`src/inc/standby_pkg.sv`:
```
package standby_pkg;

    // Oscillation stabilization wait after deep-sleep release on crystal source
    localparam int unsigned STAB_WAIT_US     = 102;
    localparam int unsigned CLOCK_MHZ        = 25;
    localparam int unsigned STAB_WAIT_CYCLES = STAB_WAIT_US * CLOCK_MHZ;
    localparam int          STAB_WIDTH       = 12;
    localparam logic [11:0] STAB_LAST        = 12'(STAB_WAIT_CYCLES - 1);
    localparam logic [11:0] STAB_ZERO        = 12'h000;

    typedef enum logic [2:0] {
        RUN,
        LIGHT_SLEEP,
        DEEP_SLEEP,
        STAB_WAIT,
        PERIPH_WAKE
    } standby_state_type;

endpackage

```
`src/inc/stab_if.sv`:
```
`timescale 1ns/10ps
interface stab_if;
    logic start;
    logic done;
    modport ctrl  (output start, input done);
    modport timer (input start, output done);
endinterface

```
`src/hdl/stab_timer.sv`:
```
`timescale 1ns/10ps
module stab_timer
    import standby_pkg::*;
(
    input  wire logic clock,
    input  wire logic rst_n,
    stab_if.timer     link
);
    logic [11:0] count;
    logic [11:0] next_count;
    logic        busy;
    logic        next_busy;
    logic        done_q;
    logic        next_done_q;

    always_comb begin
        next_count  = count;
        next_busy   = busy;
        next_done_q = 1'b0;
        if (link.start) begin
            next_count = STAB_LAST;
            next_busy  = 1'b1;
        end else if (busy) begin
            if (count == STAB_ZERO) begin
                next_busy   = 1'b0;
                next_done_q = 1'b1;
            end else begin
                next_count = count - 12'h001;
            end
        end
    end

    always_ff @(posedge clock or negedge rst_n) begin
        if (!rst_n) begin
            count  <= STAB_ZERO;
            busy   <= 1'b0;
            done_q <= 1'b0;
        end else begin
            count  <= next_count;
            busy   <= next_busy;
            done_q <= next_done_q;
        end
    end

    assign link.done = done_q;
endmodule

```
`src/hdl/standby_control.sv`:
```
`timescale 1ns/10ps
module standby_control
    import standby_pkg::*;
(
    input  wire logic clock,
    input  wire logic rst_n,
    input  wire logic light_sleep_instr,
    input  wire logic deep_sleep_instr,
    input  wire logic irq_request,
    input  wire logic periph_wake_enable,
    input  wire logic onchip_osc_selected,
    input  wire logic crystal_clock_source,
    input  wire logic gate_driver_serial_channel,
    input  wire logic async_serial_channel,
    input  wire logic calendar_periodic_irq,
    input  wire logic interval_timer_irq,
    input  wire logic event_link_input,
    input  wire logic transfer_controller,
    input  wire logic periph_op_done,
    input  wire logic osc_was_running,
    output logic      cpu_clock_enable,
    output logic      highspeed_osc_enable,
    output logic      cpu_peripheral_clock_enable,
    output logic      periph_wake_active,
    output logic      hold_state,
    output logic      port_latch_hold,
    output logic      in_light_sleep,
    output logic      in_deep_sleep
);
    standby_state_type state;
    standby_state_type next_state;
    logic              next_cpu_clock_enable;
    logic              next_highspeed_osc_enable;
    logic              next_cpu_peripheral_clock_enable;
    logic              next_periph_wake_active;
    logic              next_hold_state;
    logic              xtal_at_entry;
    logic              next_xtal_at_entry;
    logic              snooze_ok;
    logic              next_snooze_ok;
    logic              next_port_latch_hold;
    logic              next_in_light_sleep;
    logic              next_in_deep_sleep;

    // Settling count lives in its own timer so the state machine stays small
    stab_if stab ();

    stab_timer u_stab (
        .clock (clock),
        .rst_n (rst_n),
        .link  (stab.timer)
    );

    function automatic logic wake_source(input logic serial_a, input logic serial_b,
                                         input logic rtc, input logic itv,
                                         input logic evt, input logic xfer);
        return serial_a | serial_b | rtc | itv | evt | xfer;
    endfunction

    logic deep_entry;
    assign deep_entry = (state == RUN) && deep_sleep_instr;

    // Any armed peripheral source may start snooze work
    logic periph_trigger;
    assign periph_trigger = wake_source(gate_driver_serial_channel, async_serial_channel,
                                        calendar_periodic_irq, interval_timer_irq,
                                        event_link_input, transfer_controller);

    always_comb begin
        next_state = state;
        stab.start = 1'b0;
        unique case (state)
            RUN: begin
                if (deep_sleep_instr) begin
                    next_state = DEEP_SLEEP;
                end else if (light_sleep_instr) begin
                    next_state = LIGHT_SLEEP;
                end
            end
            LIGHT_SLEEP: begin
                // Oscillator runs only if osc_was_running; return to RUN with no settling wait
                if (irq_request) begin
                    next_state = RUN;
                end
            end
            DEEP_SLEEP: begin
                // Crystal must settle first; the on-chip source restarts at once
                if (irq_request) begin
                    if (xtal_at_entry) begin
                        next_state = STAB_WAIT;
                        stab.start = 1'b1;
                    end else begin
                        next_state = RUN;
                    end
                end else if (snooze_ok && periph_trigger) begin
                    next_state = PERIPH_WAKE;
                end
            end
            STAB_WAIT: begin
                // Held here until the timer reports the oscillator settled
                if (stab.done) begin
                    next_state = RUN;
                end
            end
            PERIPH_WAKE: begin
                // Interrupt raised by the peripheral work takes precedence
                if (irq_request) begin
                    next_state = RUN;
                end else if (periph_op_done) begin
                    next_state = DEEP_SLEEP;
                end
            end
            default: next_state = RUN;
        endcase
    end

    always_comb begin
        next_cpu_clock_enable            = 1'b0;
        next_highspeed_osc_enable        = 1'b0;
        next_cpu_peripheral_clock_enable = 1'b0;
        next_periph_wake_active          = 1'b0;
        // Anything but RUN freezes registers, flags and port latches
        next_hold_state                  = 1'b1;
        next_port_latch_hold             = 1'b1;
        next_in_light_sleep              = 1'b0;
        next_in_deep_sleep               = 1'b0;
        unique case (next_state)
            RUN: begin
                next_cpu_clock_enable            = 1'b1;
                next_highspeed_osc_enable        = 1'b1;
                next_cpu_peripheral_clock_enable = 1'b1;
                next_hold_state                  = 1'b0;
                next_port_latch_hold             = 1'b0;
            end
            LIGHT_SLEEP: begin
                // CPU and peripheral clocks are gated; oscillator keeps pre-entry state
                next_highspeed_osc_enable = osc_was_running;
                next_in_light_sleep       = 1'b1;
            end
            DEEP_SLEEP: begin
                // Both high-speed oscillators off: nothing is clocked
                next_in_deep_sleep = 1'b1;
            end
            STAB_WAIT: begin
                // Oscillator settles with the CPU still held off
                next_highspeed_osc_enable = 1'b1;
            end
            PERIPH_WAKE: begin
                // Peripherals clocked, CPU clock stays gated
                next_highspeed_osc_enable        = 1'b1;
                next_cpu_peripheral_clock_enable = 1'b1;
                next_periph_wake_active          = 1'b1;
            end
        endcase
    end

    // Clock-source facts frozen at deep entry, so a later source change
    // cannot retarget a wake already under way
    always_comb begin
        next_xtal_at_entry = xtal_at_entry;
        next_snooze_ok     = snooze_ok;
        if (deep_entry) begin
            next_xtal_at_entry = crystal_clock_source;
            // Snooze is only honoured on the on-chip oscillator
            next_snooze_ok     = periph_wake_enable & onchip_osc_selected;
        end
    end

    always_ff @(posedge clock or negedge rst_n) begin
        if (!rst_n) begin
            xtal_at_entry <= 1'b0;
            snooze_ok     <= 1'b0;
        end else begin
            xtal_at_entry <= next_xtal_at_entry;
            snooze_ok     <= next_snooze_ok;
        end
    end

    always_ff @(posedge clock or negedge rst_n) begin
        if (!rst_n) begin
            state <= RUN;
        end else begin
            state <= next_state;
        end
    end

    always_ff @(posedge clock or negedge rst_n) begin
        if (!rst_n) begin
            cpu_clock_enable            <= 1'b1;
            highspeed_osc_enable        <= 1'b1;
            cpu_peripheral_clock_enable <= 1'b1;
            periph_wake_active          <= 1'b0;
            hold_state                  <= 1'b0;
            port_latch_hold             <= 1'b0;
            in_light_sleep              <= 1'b0;
            in_deep_sleep               <= 1'b0;
        end else begin
            cpu_clock_enable            <= next_cpu_clock_enable;
            highspeed_osc_enable        <= next_highspeed_osc_enable;
            cpu_peripheral_clock_enable <= next_cpu_peripheral_clock_enable;
            periph_wake_active          <= next_periph_wake_active;
            hold_state                  <= next_hold_state;
            port_latch_hold             <= next_port_latch_hold;
            in_light_sleep              <= next_in_light_sleep;
            in_deep_sleep               <= next_in_deep_sleep;
        end
    end
endmodule

```
`config.mk`:
```
export PLATFORM = sky130hd
export DESIGN_NAME = standby_control
export DESIGN_NICKNAME = d
export VERILOG_FILES = /design/src/inc/standby_pkg.sv /design/src/inc/stab_if.sv /design/src/hdl/stab_timer.sv /design/src/hdl/standby_control.sv
export SDC_FILE = /design/constraint.sdc
export NUM_CORES = 1
export LEC_CHECK = 0
export BUFFER_PORTS_ARGS = -buffer_cell sky130_fd_sc_hd__buf_2
export CORE_UTILIZATION = 53
export DETAILED_ROUTE_END_ITERATION = 8
export PLACE_DENSITY_LB_ADDON = 0.1
export SLEW_MARGIN = 40
export SYNTH_ARGS = -nofsm -noshare
export SYNTH_HDL_FRONTEND = slang
export SYNTH_SLANG_ARGS = --single-unit
```
`constraint.sdc`:
```
create_clock -name clock -period 2.7 [get_ports clock]
set_clock_uncertainty 0.2 [all_clocks]
set_input_delay 0.135 -clock clock [delete_from_list [all_inputs] [get_ports clock]]
set_output_delay 0.135 -clock clock [all_outputs]
set_load 0.005 [all_outputs]
```
==> summary.txt <==
Layout Nets - 166
cell-internal power - 0.8754 mW
Crit Path Max Fanout - 8
via count - 1022
final hold viol count - 0
Comb pwr share - 35.6%
1st-iter DRT viols - 11
Final setup viols - 0
Syn Inst Count - 117
register bit total from synthesis - 26
number of port buffers - 23
switching power - 0.4954 mW
First-pass DRT Iterations - 4
crit start category - flop
DRT Wirelength - 2.453 mm
area grow syn2layout - 19.21%
Top FF cell, synth - dfrtp_1
TritonCTS clock tree - yes
Req. time, crit path - 2.77 ns
htree depth - 1
largest net degree at the start of global routing - 27
Synth Cell Area - 0.001270 mm2
GRT Overall Usage - 22.57%
critical path class - reg -> reg
peak supply drop - 551.4 uV
post-CTS sizing - 0
Fmax achieved - 455.7 MHz
register area share after synthesis - 51.53%
DP Wirelength - 1.738 mm
final worst path period share - 81.28%
# rows - 17
layout cell share with drive strength beyond 1 - 26.35%
Clk Latency, worst-skew pair - 0.33 ns
WL per Instance - 13.94 um
FFs w/ async S/R, synth - 100.0%
leakage - 0.6482 nW
minimum clock period - 2.195 ns
vias in the first global route - 1002
Chip Width - 50.95 um
first-pass GRT wire length - 4.278 mm
RSZ-0062 raised after global routing - false
Reg power frac - 49.7%
Congestion Overflow GR - 0
status - finished, final reports clean
max_slew headroom - 62.97%
Mapped Nets - 134
Core ar. - 0.002233 mm2
post-CTS setup buffer count - 0
switching part of the total - 36.14%
Fillers - 179
max incr delay on CP - 0.59 ns
number of synthesized flops with an enable pin - 0
Clock Sink Count - 26
post-route ant nets - 0
die height - 50.95 um
initial antenna violation count - 0
Yosys cell types - 42
MaxCap Viol Count - 0
I/O Pins - 24
full die area - 0.002596 mm2
Worst-path clk slew - 0.15 ns
Power Total - 1.371 mW
residual DRC count - 0
actual slew at the worst max-slew pin - 0.5554 ns
Max Root-Sink Buffers - 2
pwr dens - 905.4 mW/mm2
Avg Cell Area, Syn - 10.85 um2
min-delay worst type - in -> reg
crit path DAT - 2.27 ns
Initial Util - 56.86%
synth warn - 0
# diodes - 0
crit path buf inv count - 1
GP Congestion - 0.8261
TritonCTS Buffers - 3
cells along the critical path - or3b_2 > a211oi_1 > dlygate4sd3_1
Setup Total Neg Slack - 0 ns
Slowest cell on crit path - dlygate4sd3_1
CP Capture Type - flop
Clock Tree Root - clkbuf_4
minimum hold slack - 0.02055 ns
drt via density - 5.807
delay-heaviest family, CP - buffers and inverters
max-slew violations - 0
clock power share - 14.7%
==> area by class of cell <==
type / count / area, um2 / area share, %
repair buffers: 32 / 205.2 / 13.55
inverters: 3 / 11.26 / 0.7438
well taps: 28 / 35.03 / 2.314
flip-flops and latches: 26 / 654.4 / 43.22
clock buffers: 4 / 36.28 / 2.397
multi-input cells: 83 / 571.8 / 37.77
==> tightest hold or removal path, stage by stage <==
cell	delay, ns
buf_2	0.13
nor2_1	0.07
a21boi_0	0.16
==> power by group through the flow <==
stage               Sequential, mW  Clock, mW  Combinational, mW
detailed placement           0.688          0              0.473
global route                 0.704      0.211              0.556
floorplan                    0.657          0              0.368
CTS                          0.679      0.205              0.496
finish                       0.681      0.201              0.488
global placement             0.678          0              0.455
==> logic make-up (layout without fill, tap and decap cells) <==
| logic type | after synthesis | in the layout | share of synthesized area (%) |
|---|---|---|---|
| AO/OA/AOI/OAI | 23 | 23 | 14.78 |
| XOR/XNOR | 4 | 4 | 2.759 |
| adder cells (fa/ha/maj) | 1 | 1 | 0.9851 |
| buffers and inverters | 8 | 39 | 3.448 |
| flip-flops | 26 | 26 | 51.53 |
| multiplexers | 2 | 2 | 1.773 |
| AND/OR/NAND/NOR | 53 | 53 | 24.73 |
==> path summary, 6_finish.rpt <==
| path | end | slack (ns) | cells after the start | startpoint |
|---|---|---|---|---|
| worst min register to register | u_stab.count[11] | 0.39 | 2 | u_stab.count[11] |
| max in group asynchronous | cpu_clock_enable | 1.82 | 2 | rst_n |
| min in group asynchronous | u_stab.count[9] | 0.11 | 2 | rst_n |
| worst min-delay path | state[2] | 0.02 | 3 | irq_request |
| worst max register to register | in_light_sleep | 0.51 | 3 | state[0] |
| worst max-delay path | in_light_sleep | 0.51 | 3 | state[0] |
==> registers in the layout, summed over array words and instances (netlist names) <==
| name | count |
|---|---|
| cpu_clock_enable | 1 |
| cpu_peripheral_clock_enable | 1 |
| highspeed_osc_enable | 1 |
| in_deep_sleep | 1 |
| in_light_sleep | 1 |
| periph_wake_active | 1 |
| port_latch_hold | 1 |
| snooze_ok | 1 |
| state | 3 |
| u_stab.busy | 1 |
| u_stab.count | 12 |
| u_stab.link.done | 1 |
| xtal_at_entry | 1 |
==> cells in the mapped netlist, types with 2 or more instances <==
| cell | n | share of area, % |
|---|---|---|
| dfstp_2 | 3 | 6.2 |
| dfrtp_1 | 23 | 45 |
| o21ai_0 | 5 | 2.0 |
| nand3_1 | 6 | 2.4 |
| nor4b_1 | 2 | 1.4 |
| a21boi_0 | 3 | 1.8 |
| nor3_1 | 2 | 0.79 |
| nand3b_1 | 2 | 1.2 |
| nand4_1 | 2 | 0.99 |
| o31ai_1 | 2 | 1.2 |
| nor2_1 | 6 | 1.8 |
| nor4_1 | 2 | 0.99 |
| nand2b_1 | 4 | 2.0 |
| a211oi_1 | 2 | 1.2 |
| or3_1 | 8 | 3.9 |
| inv_1 | 3 | 0.89 |
| or4_4 | 2 | 1.8 |
| nand2_1 | 9 | 2.7 |
| xor2_1 | 3 | 2.1 |
| nor2b_1 | 3 | 1.5 |
| buf_2 | 2 | 0.79 |
| a21oi_1 | 2 | 0.79 |
| mux2_2 | 2 | 1.8 |
==> cell usage in the layout (no fill, tap or decap), types with 2 or more instances in the layout <==
master,instances
dfrtp_1,23
buf_2,23
nand2_1,9
dlygate4sd3_1,9
or3_1,8
nor2_1,6
nand3_1,6
o21ai_0,5
nand2b_1,4
inv_1,3
nor2b_1,3
a21boi_0,3
xor2_1,3
clkbuf_4,3
dfstp_2,3
a211oi_1,2
nand3b_1,2
o31ai_1,2
nor3_1,2
mux2_2,2
nand4_1,2
or4_4,2
nor4b_1,2
nor4_1,2
a21oi_1,2
==> timing repair <==
| item | CTS | global route |
|---|---|---|
| endpoints found under the setup margin | 0 | 0 |
| hold buffers | 9 | 0 |
| endpoints found under the hold margin | 32 | 0 |
==> layer usage <==
layer | track usage, % | vias up | share of wire (%)
met5 | 0 | - | 0
met4 | 11.11 | 0 | 1.5
met3 | 2.679 | 4 | 2.4
li1 | - | 494 | -
met1 | 28.02 | 504 | 48
met2 | 38.60 | 20 | 48
==> through the flow <==
step / worst slack (ns) / std cells / instance area (um2) / util, %
after floorplan: 0.7253 / 117 / 1270 / -
after global placement: 0.7108 / 163 / 1388 / 62.13
after detailed placement: 0.6505 / 163 / 1388 / 62.13
after CTS: 0.5176 / 176 / 1514 / 67.79
after global routing: 0.3825 / 176 / 1514 / 67.79
final: 0.5054 / 176 / 1514 / 67.79
Note: power is estimated with default switching activity, not from simulation.
